$ cat src/rtl/rcr_consts.svh
// Offsets, field positions, reset values and timing counts of the regulator control registers
`ifndef RCR_CONSTS_SVH
`define RCR_CONSTS_SVH

// Register offsets on the serial register port
`define RCR_GEN_CTRL_OFS 8'h08
`define RCR_ANA_CTRL_OFS 8'h09
`define RCR_CORE_CTRL_OFS 8'h05
`define RCR_IO_CTRL_OFS 8'h06

// Field positions shared by all four control registers
`define RCR_CODE_MSB 4
`define RCR_CODE_LSB 0
`define RCR_CTRL_BIT 5

// Reset values of the regulator fields
`define RCR_GEN_CODE_RST 5'h08
`define RCR_GEN_EN_RST 1'h1
`define RCR_ANA_CODE_RST 5'h14
`define RCR_ANA_EN_RST 1'h0
`define RCR_SW_CODE_RST 5'h00
`define RCR_SW_FPWM_RST 1'h0

// Voltage ladders, in millivolts, and the code at which each saturates
`define RCR_STEP_MV 12'h064
`define RCR_GEN_BASE_MV 12'h4B0
`define RCR_GEN_SAT_CODE 5'h15
`define RCR_ANA_BASE_MV 12'h514
`define RCR_ANA_SAT_CODE 5'h14

// Power-on enable delay, shared by both linear regulators
`define RCR_CLK_PERIOD_NS 10
`define RCR_SEQ_DELAY_NS 100
`define RCR_SEQ_CYCLES ((`RCR_SEQ_DELAY_NS + `RCR_CLK_PERIOD_NS - 1) / `RCR_CLK_PERIOD_NS)

`endif

$ cat src/rtl/rcr_pkg.sv
// Types of the regulator control register block
package rcr_pkg;

  // Whole state of the register bank
  typedef struct packed {
    logic [4:0] gen_code;  // General regulator voltage code
    logic gen_en;          // General regulator enable bit
    logic [4:0] ana_code;  // Analog regulator voltage code
    logic ana_force;       // Analog regulator override bit
    logic [4:0] core_code; // Core switcher voltage code
    logic core_fpwm;       // Core switcher force-PWM bit
    logic [4:0] io_code;   // IO switcher voltage code
    logic io_fpwm;         // IO switcher force-PWM bit
    logic [3:0] seq_cnt;   // Power-on sequencing counter
    logic seq_done;        // Power-on sequence finished
    logic [7:0] rdata;     // Registered read data
    logic [11:0] gen_mv;   // General regulator target in mV
    logic [11:0] ana_mv;   // Analog regulator target in mV
    logic gen_on;          // General regulator enable output
    logic ana_on;          // Analog regulator enable output
    logic core_pwm;        // Core switcher modulation output
    logic io_pwm;          // IO switcher modulation output
  } rcr_state_t;

  // State of the input synchroniser
  typedef struct packed {
    logic [2:0] stage1; // First flop, read only by the second
    logic [2:0] stage2; // Settled copy
  } rcr_sync_state_t;

endpackage : rcr_pkg

$ cat src/rtl/rcr_regs.sv
// Control registers of the two linear regulators and modulation select of the two switchers
`timescale 1ns/1ps
`include "rcr_consts.svh"

module rcr_regs
(
  input wire logic core_clk,
  input wire logic rst_b,
  input wire logic [7:0] reg_addr,
  input wire logic reg_wr,
  input wire logic [7:0] reg_wdata,
  output logic [7:0] reg_rdata,
  input wire logic analog_regulator_enable_pin,
  input wire logic core_switcher_light_load,
  input wire logic io_switcher_light_load,
  output logic general_regulator_en,
  output logic [11:0] general_regulator_mv,
  output logic analog_regulator_en,
  output logic [11:0] analog_regulator_mv,
  output logic [4:0] core_switcher_code,
  output logic core_switcher_pwm,
  output logic [4:0] io_switcher_code,
  output logic io_switcher_pwm
);

  localparam logic [3:0] SEQ_LAST = 4'(`RCR_SEQ_CYCLES - 1); // Last count of the power-on delay

  // How the block works
  // The bank holds four control bytes behind a plain byte port: the general
  // regulator, the analog regulator and the two switchers. The serial slave
  // in front of the port turns each host byte write into a one-cycle strobe.
  //
  // Register layout, the same for all four bytes:
  //   bits 7..6  reserved, never stored, always read back as zero
  //   bit  5     control bit: enable, override or force-PWM by register
  //   bits 4..0  voltage code
  //
  // Read path
  //   Read data is a flop that follows the address one cycle later. This
  //   keeps the port output glitch free at the cost of one cycle of latency.
  //   Unmapped offsets read as zero and take no write.
  //
  // Voltage targets
  //   Each regulator code maps onto a millivolt target on a fixed 100 mV
  //   ladder. Codes at or above the saturation code all give the top level,
  //   so a careless host cannot push a regulator past its range.
  //   The target is computed from the next code, so a write is seen on the
  //   target in the same cycle as the code, even while the regulator is on.
  //
  // Power-on sequence
  //   A short counter holds both regulators off after reset. The delay is
  //   longer than the synchroniser, so a pin tied high is settled before the
  //   analog regulator looks at it. Both are released together; the analog one comes up only with its pin or override bit set.
  //
  // Analog enable
  //   With the override bit clear the pin decides; with it set the regulator
  //   stays on whatever the pin does. The pin passes two flops first, so the
  //   output trails a pin change by three clock edges.
  //
  // Switcher modulation
  //   A light-load flag picks pulse-frequency mode unless the register forces
  //   pulse-width mode. The flag is asynchronous and is synchronised as well.
  //
  // Limitation: the block only sets enables and targets; the analog stages
  // behind them, their ramps and their shunts, live outside this logic.

  rcr_pkg::rcr_state_t state_reg; // Whole register bank state
  rcr_pkg::rcr_state_t state_next;
  logic [2:0] pins_sync; // Settled pin and comparator levels
  logic pin_en; // Settled analog enable pin
  logic core_light; // Settled core switcher light-load flag
  logic io_light; // Settled IO switcher light-load flag

  // Map a voltage code onto a millivolt target, clamping at the saturation code
  function automatic logic [11:0] code_to_mv
  (
    input logic [4:0] code,
    input logic [11:0] base_mv,
    input logic [4:0] sat_code
  );
    logic [4:0] eff;
    logic [16:0] prod;
    eff = (code >= sat_code) ? sat_code : code;
    prod = {12'h000, eff} * {5'h00, `RCR_STEP_MV};
    code_to_mv = base_mv + prod[11:0];
  endfunction : code_to_mv

  // Read view of one control register; bits seven and six always zero
  function automatic logic [7:0] pack_ctrl
  (
    input logic ctrl,
    input logic [4:0] code
  );
    pack_ctrl = {2'h0, ctrl, code};
  endfunction : pack_ctrl

  // Pin and comparators are asynchronous, so they settle before any use
  rcr_sync u_sync
  (
    .core_clk(core_clk),
    .rst_b(rst_b),
    .async_in({io_switcher_light_load, core_switcher_light_load, analog_regulator_enable_pin}),
    .sync_out(pins_sync)
  );

  assign pin_en = pins_sync[0];
  assign core_light = pins_sync[1];
  assign io_light = pins_sync[2];

  // Next-state logic: register writes, read mux, power-on sequence and outputs
  always_comb
  begin
    state_next = state_reg;
    // Writes land at once, even while the regulator is on
    if (reg_wr)
    begin
      unique case (reg_addr)
        `RCR_GEN_CTRL_OFS:
        begin
          state_next.gen_code = reg_wdata[`RCR_CODE_MSB:`RCR_CODE_LSB];
          state_next.gen_en = reg_wdata[`RCR_CTRL_BIT];
        end
        `RCR_ANA_CTRL_OFS:
        begin
          state_next.ana_code = reg_wdata[`RCR_CODE_MSB:`RCR_CODE_LSB];
          state_next.ana_force = reg_wdata[`RCR_CTRL_BIT];
        end
        `RCR_CORE_CTRL_OFS:
        begin
          state_next.core_code = reg_wdata[`RCR_CODE_MSB:`RCR_CODE_LSB];
          state_next.core_fpwm = reg_wdata[`RCR_CTRL_BIT];
        end
        `RCR_IO_CTRL_OFS:
        begin
          state_next.io_code = reg_wdata[`RCR_CODE_MSB:`RCR_CODE_LSB];
          state_next.io_fpwm = reg_wdata[`RCR_CTRL_BIT];
        end
        default:
        begin
          // Unmapped offsets take no write
        end
      endcase
    end
    // Read data follows the address one cycle later; upper two bits never stored
    unique case (reg_addr)
      `RCR_GEN_CTRL_OFS: state_next.rdata = pack_ctrl(state_reg.gen_en, state_reg.gen_code);
      `RCR_ANA_CTRL_OFS: state_next.rdata = pack_ctrl(state_reg.ana_force, state_reg.ana_code);
      `RCR_CORE_CTRL_OFS: state_next.rdata = pack_ctrl(state_reg.core_fpwm, state_reg.core_code);
      `RCR_IO_CTRL_OFS: state_next.rdata = pack_ctrl(state_reg.io_fpwm, state_reg.io_code);
      default: state_next.rdata = 8'h00;
    endcase
    // Power-on delay, long enough for the pin to clear its synchroniser
    if (!state_reg.seq_done)
    begin
      if (state_reg.seq_cnt == SEQ_LAST)
      begin
        state_next.seq_done = 1'h1;
      end
      else
      begin
        state_next.seq_cnt = state_reg.seq_cnt + 4'h1;
      end
    end
    // Targets use the new code so a write takes effect with no disable step
    state_next.gen_mv = code_to_mv(state_next.gen_code, `RCR_GEN_BASE_MV, `RCR_GEN_SAT_CODE);
    state_next.ana_mv = code_to_mv(state_next.ana_code, `RCR_ANA_BASE_MV, `RCR_ANA_SAT_CODE);
    // Both regulators release together at the end of the power-on delay
    state_next.gen_on = state_next.seq_done & state_next.gen_en;
    state_next.ana_on = state_next.seq_done & (state_next.ana_force | pin_en);
    // Light load picks PFM unless PWM is forced
    state_next.core_pwm = state_next.core_fpwm | ~core_light;
    state_next.io_pwm = state_next.io_fpwm | ~io_light;
  end

  // Synchronous reset loads the power-on defaults; the host should set code before enable
  always_ff @(posedge core_clk)
  begin
    if (!rst_b)
    begin
      state_reg <= '0;
      state_reg.gen_code <= `RCR_GEN_CODE_RST;
      state_reg.gen_en <= `RCR_GEN_EN_RST;
      state_reg.ana_code <= `RCR_ANA_CODE_RST;
      state_reg.ana_force <= `RCR_ANA_EN_RST;
      state_reg.core_code <= `RCR_SW_CODE_RST;
      state_reg.core_fpwm <= `RCR_SW_FPWM_RST;
      state_reg.io_code <= `RCR_SW_CODE_RST;
      state_reg.io_fpwm <= `RCR_SW_FPWM_RST;
      state_reg.gen_mv <= `RCR_GEN_BASE_MV;
      state_reg.ana_mv <= `RCR_ANA_BASE_MV;
    end
    else
    begin
      state_reg <= state_next;
    end
  end

  // Every output comes straight from the state flops
  assign reg_rdata = state_reg.rdata;
  assign general_regulator_en = state_reg.gen_on;
  assign general_regulator_mv = state_reg.gen_mv;
  assign analog_regulator_en = state_reg.ana_on;
  assign analog_regulator_mv = state_reg.ana_mv;
  assign core_switcher_code = state_reg.core_code;
  assign core_switcher_pwm = state_reg.core_pwm;
  assign io_switcher_code = state_reg.io_code;
  assign io_switcher_pwm = state_reg.io_pwm;

endmodule : rcr_regs

$ cat src/rtl/rcr_sync.sv
// Two-flop synchroniser for the asynchronous pin and comparator inputs
`timescale 1ns/1ps

module rcr_sync
(
  input wire logic core_clk,
  input wire logic rst_b,
  input wire logic [2:0] async_in,
  output logic [2:0] sync_out
);

  rcr_pkg::rcr_sync_state_t state_reg; // Both flop stages
  rcr_pkg::rcr_sync_state_t state_next;

  // Shift the pin levels through two stages
  always_comb
  begin
    state_next = state_reg;
    state_next.stage1 = async_in;
    state_next.stage2 = state_reg.stage1;
  end

  // Synchronous reset clears both stages to a known low
  always_ff @(posedge core_clk)
  begin
    if (!rst_b)
    begin
      state_reg <= '0;
    end
    else
    begin
      state_reg <= state_next;
    end
  end

  assign sync_out = state_reg.stage2;

endmodule : rcr_sync

$ cat config.mk
export PLATFORM = sky130hd
export DESIGN_NAME = rcr_regs
export DESIGN_NICKNAME = d
export VERILOG_FILES = /design/src/rtl/rcr_pkg.sv /design/src/rtl/rcr_regs.sv /design/src/rtl/rcr_sync.sv
export VERILOG_INCLUDE_DIRS = /design/src /design/src/rtl
export SDC_FILE = /design/constraint.sdc
export NUM_CORES = 1
export LEC_CHECK = 0
export BUFFER_PORTS_ARGS = -buffer_cell sky130_fd_sc_hd__buf_4
export CAP_MARGIN = 20
export CELL_PAD_IN_SITES_DETAIL_PLACEMENT = 1
export CELL_PAD_IN_SITES_GLOBAL_PLACEMENT = 1
export CORE_UTILIZATION = 45
export DETAILED_ROUTE_END_ITERATION = 8
export GPL_ROUTABILITY_DRIVEN = 0
export PLACE_DENSITY_LB_ADDON = 0.15
export SYNTH_ARGS = -nofsm -noshare
export SYNTH_HDL_FRONTEND = slang
export SYNTH_SLANG_ARGS = --single-unit
$ cat constraint.sdc
create_clock -name core_clk -period 6.5 [get_ports core_clk]
set_input_delay 0 -clock core_clk [delete_from_list [all_inputs] [get_ports core_clk]]
set_output_delay 0 -clock core_clk [all_outputs]
set_load 0.02 [all_outputs]
**Word-level counts from Yosys, hierarchy flattened**

Cells that the tools add are included.

- Input port bits: 22
- Word-level logic and storage cells: 53
- Flip-flop bits (word level): 71
- Output and inout port bits: 46

- Add/sub/neg operators: 3
- Reduce and logical (&&, ||, !) cells: 3
- Magnitude comparators: 2
- Multipliers: 2
- Muxes and demuxes: 10
- Equality and inequality tests: 5
- Bitwise operators: 9

Operator list:

| kind | count |
|---|---|
| $add A11 B12 Y12 const A | 2 |
| $mux W24 | 1 |
| $mux W6 | 4 |
| $pmux W6 S4 | 1 |
| $mul A5 B5 Y10 const B | 2 |
| $eq A8 B3 Y1 const B | 2 |
| $eq A8 B4 Y1 const B | 2 |
| $ge A5 B5 Y1 const B | 2 |
| $mux W5 | 2 |
| $reduce_and A2 Y1 | 3 |
| $add A4 B1 Y4 const B | 1 |
| $eq A4 B4 Y1 const B | 1 |
| $not A1 Y1 | 4 |
| $or A1 B1 Y1 | 3 |
| $and A1 B1 Y1 | 2 |
| $mux W1 | 2 |

**Logic depth before layout (Yosys ltp)**

- Word-level depth: 7
- Depth in mapped cells: 16
- Depth with buffers taken out: 15

**Cells and area by module**

Synthesis repeated with hierarchy kept, for this count alone.

- Cells, all modules: 417
- Area total of the unflattened synthesis: 3791.1 µm²

By module, submodules not included:

| module | cells each | times used | area each (µm²) | sequential area each (µm²) |
|---|---|---|---|---|
| rcr_regs | 405 | 1 | 3633.5 | 1181.1 |
| rcr_sync | 12 | 1 | 157.7 | 120.1 |

**Least setup slack after synthesis**

Ideal clock, no wire load.

- Path type: input to register
- From: input port reg_addr[5]
- To: register state_reg (netlist bit analog_regulator_mv[10])
- Required time: 6372 ps
- Setup time: 128 ps
- Arrival time: 3615 ps
- Buffers on the path: 0
- Slack: 2756 ps
- Stages: 15
- Path through: nor4_4 -> nand4_4 -> mux2i_1 -> o21ai_0 -> o21ai_0 -> ha_1 -> ha_1 -> ha_1 -> inv_1 -> fa_1 -> and3b_1 -> or3_1 -> and2_1 -> a2111oi_2 -> nor3_1

- Cells in the longest elaborated chain, start to end: 7

RTL lines:

| item | RTL line | RTL |
|---|---|---|
| start: declaration | rcr_regs.sv:9 | `input wire logic [7:0] reg_addr,` |
| $eq A8 B4 Y1 (*) | rcr_regs.sv:117 | `unique case (reg_addr)` |
| $mux W6 (*) | rcr_regs.sv:117 |  |
| $mux W24 (*) | rcr_regs.sv:115 | `if (reg_wr)` |
| $ge A5 B5 Y1 | rcr_regs.sv:83 | `eff = (code >= sat_code) ? sat_code : code;` |
| $mux W5 (*) | rcr_regs.sv:83 |  |
| $mul A5 B5 Y10 (*) | rcr_regs.sv:84 | `` prod = {12'h000, eff} * {5'h00, `RCR_STEP_MV}; `` |
| $add A11 B12 Y12 (*) | rcr_regs.sv:85 | `code_to_mv = base_mv + prod[11:0];` |
| end signal: assignment | rcr_regs.sv:194 | `state_reg <= state_next;` |
| end: declaration | rcr_regs.sv:67 | `rcr_pkg::rcr_state_t state_reg;` |

Every way passes the cells marked *; elsewhere a longest branch is shown, timed or not.
A chain may end at the register's enable or synchronous reset.

**Final worst setup path**

Same ends and word-level chain as after synthesis.

==> results.toml <==
[logic_synthesis]
synthFlopType = "dfxtp_1"
ys_types = 62
ys_async_sr_fraction = 0
syn-instance-count = 448
yosys_warnings = 0
synth_area_um2 = 4030
synth_edf_count = 0
yosys-top-cells-area = "dfxtp_1 32%, ha_1 9.9%, buf_4 7.8%"
synth_seq_cells = 65
yosysTopAreaCell = "dfxtp_1"
ys_seq_area_frac = 0.323
avgSynthCellArea_um2 = 9.00
synth.top_cell.area_share = 0.323

[final_layout]
n_antenna_cell = 0
stdcell_count = 583
postLayoutCellArea_um2 = 4540
final_nets = 527
largest_reg_flops = 19
drive_gt1_frac = 0.196
mostFrequentLayoutCells = "65 x dfxtp_1, 60 x buf_4, 36 x nand2_1, 32 x ha_1, 21 x inv_1"
syn2layout_area_growth_pct = 12.6
mostFrequentLayoutCell = "dfxtp_1"

[floorplanning]
die_h_um = 96.7
start_util = 0.465
io_pins = 68
dieArea_um2 = 9340
rows = 34
die_w_um = 96.7
core_area_um2 = 8680

[drt]
drt_iter0_markers = 63
viasPerCell = 5.42
wl_per_cell_um = 16.1
ant_nets = 0
wirelength_mm = 9.40
vias = 3161
firstDrtPassIters = 4
drc = 0

[sta]
min_period_ns = 4.12
max_freq_mhz = 243
rsz0062_at_grt = "no"
slew_violations = 0
fin_skew_ns = 0.00652
worstMarginPinSlew_ns = 0.719
slew_headroom = 0.511
finalSetupViolations = 0
hold_viol = 0
tns_ns = 0
period_share = 0.633

[critical_path]
worstSetupPathType = "input port to flip-flop"
cp.required_ns = 6.72
arrival_ns = 4.34
worstPathMaxFanout = 10
crit_path_end_kind = "flip-flop"
start_kind = "input port"

[placed_design]
dpl.cell_count = 560
dp_hpwl_mm = 6.77
port_buffers = 59
placed_area_um2 = 4230

[global_routing]
overflow = 0
antenna_found_initial = 0
grt_pass1_wl_mm = 16.1
grt_max_degree = 73
grt_usage = 0.210
first_global_vias = 3263

[clocking]
path_clk_slew_ns = 0.07
htreeDepth = 3
cts.sinks = 65
clockRootBuffer = "clkbuf_8"
clock_latency_ns = 0.35
cts_resized = 0
cts.path.max_buffers = 2
cts_tree = "done"
postCtsSetupRepairBufs = 0
numCtsBuffers = 9

[worst_hold_path]
min_path_type = "input port to flip-flop"

[power_and_ir_drop]
leakagePower_nw = 2.08
ir_worst_vdd_mv = 0.126
p_per_area_nw_per_um2 = 195

[flow_run]
drv_cap = 0

[run_status]
status = "complete, no violations"
==> final timing paths <==
kind | from | endpoint | slack, ns | cells past startpoint
setup reg to reg | state_reg[58] | analog_regulator_mv[10] | 2.74 | 13
hold / removal | reg_wr | io_switcher_code[4] | 0.03 | 3
hold reg to reg | u_sync.sync_out[2] | io_switcher_pwm | 0.41 | 1
setup / recovery | reg_addr[5] | analog_regulator_mv[10] | 2.38 | 16
==> cell usage after synthesis (2+ instances only) <==
library cell	number
dfxtp_1	65
buf_4	42
nand2_1	36
ha_1	32
inv_1	21
mux2i_1	20
a21oi_1	17
nor2_1	17
nor2b_1	15
and2_1	14
clkbuf_1	13
o21ai_0	13
nand3_1	12
a21boi_0	10
xnor2_1	10
nand2b_1	8
nand4_1	8
a22o_1	6
a22oi_1	6
xor2_1	6
and3_1	5
o211ai_1	5
o2111ai_1	4
a21o_1	3
a31oi_1	3
buf_2	3
nand3b_1	3
nand4b_1	3
and2_2	2
and3b_1	2
buf_6	2
fa_1	2
inv_2	2
mux2_2	2
mux2i_2	2
nand4_4	2
nor3_1	2
nor3b_1	2
o21ai_1	2
o22ai_1	2
or3_1	2
or4_1	2
==> cell type report <==
type | count | area [µm²]
clock buffers | 13 | 169
clock inverters | 2 | 60.1
fillers | 1040 | 4140
inverters | 23 | 86.3
multi-input cells | 304 | 2260
flip-flops and latches | 65 | 1300
well taps | 108 | 135
repair buffers | 68 | 531
==> logic make-up (layout without fill, tap and decap cells) <==
family                     after synthesis  in the layout  share of synthesized area
AOI/OAI and AO/OA                       80             80                      0.136
xor gates and xnor gates                16             16                     0.0347
adders and majority gates               34             34                      0.109
buffers and inverters                   84            106                      0.122
DFF                                     65             65                      0.323
muxes                                   26             26                     0.0714
other                                    1              6                   0.000930
and+or+nand+nor                        142            142                      0.204
==> power breakdown <==
part	internal [mW]	switching, mW
logic	0.0303	0.0393
clock network	0.246	0.157
registers	0.407	0.00400
==> per-layer routing <==
metal | up-vias | global-route usage | part of all wire
li1 | 1568 | - | -
met1 | 1514 | 0.270 | 0.47
met5 | - | 0 | 0
met3 | 12 | 0.0477 | 0.040
met4 | 0 | 0.0597 | 0.012
met2 | 67 | 0.350 | 0.48
==> repair_timing <==
item,4_1_cts,5_1_grt
setup endpoints to repair,0,0
hold endpoints to repair,13,0
hold buffers,8,0
==> through the flow <==
step	utilization	hold slack, ns	power, mW	setup WS (ns)
2_1_floorplan	-	0.124	0.466	2.76
3_3_place_gp	0.488	0.210	0.484	2.10
3_5_place_dp	0.488	0.215	0.486	2.04
4_1_cts	0.523	0.0153	0.895	2.36
5_1_grt	0.523	0.0259	0.915	2.00
6_report	0.523	0.0291	0.883	2.38
==> worst max-delay path, cell delays in order <==
cell and delay, ns:
buf_4 0.12, nor4_4 0.53, nand4_4 0.32, mux2i_1 0.43
o21ai_0 0.16, o21ai_0 0.36, ha_1 0.33, ha_1 0.28
ha_1 0.21, inv_1 0.08, fa_1 0.40, and3b_1 0.23
o21ai_0 0.21, and2_1 0.25, a2111oi_2 0.33, nor3_1 0.10
Note: power is estimated with default switching activity, not from simulation.
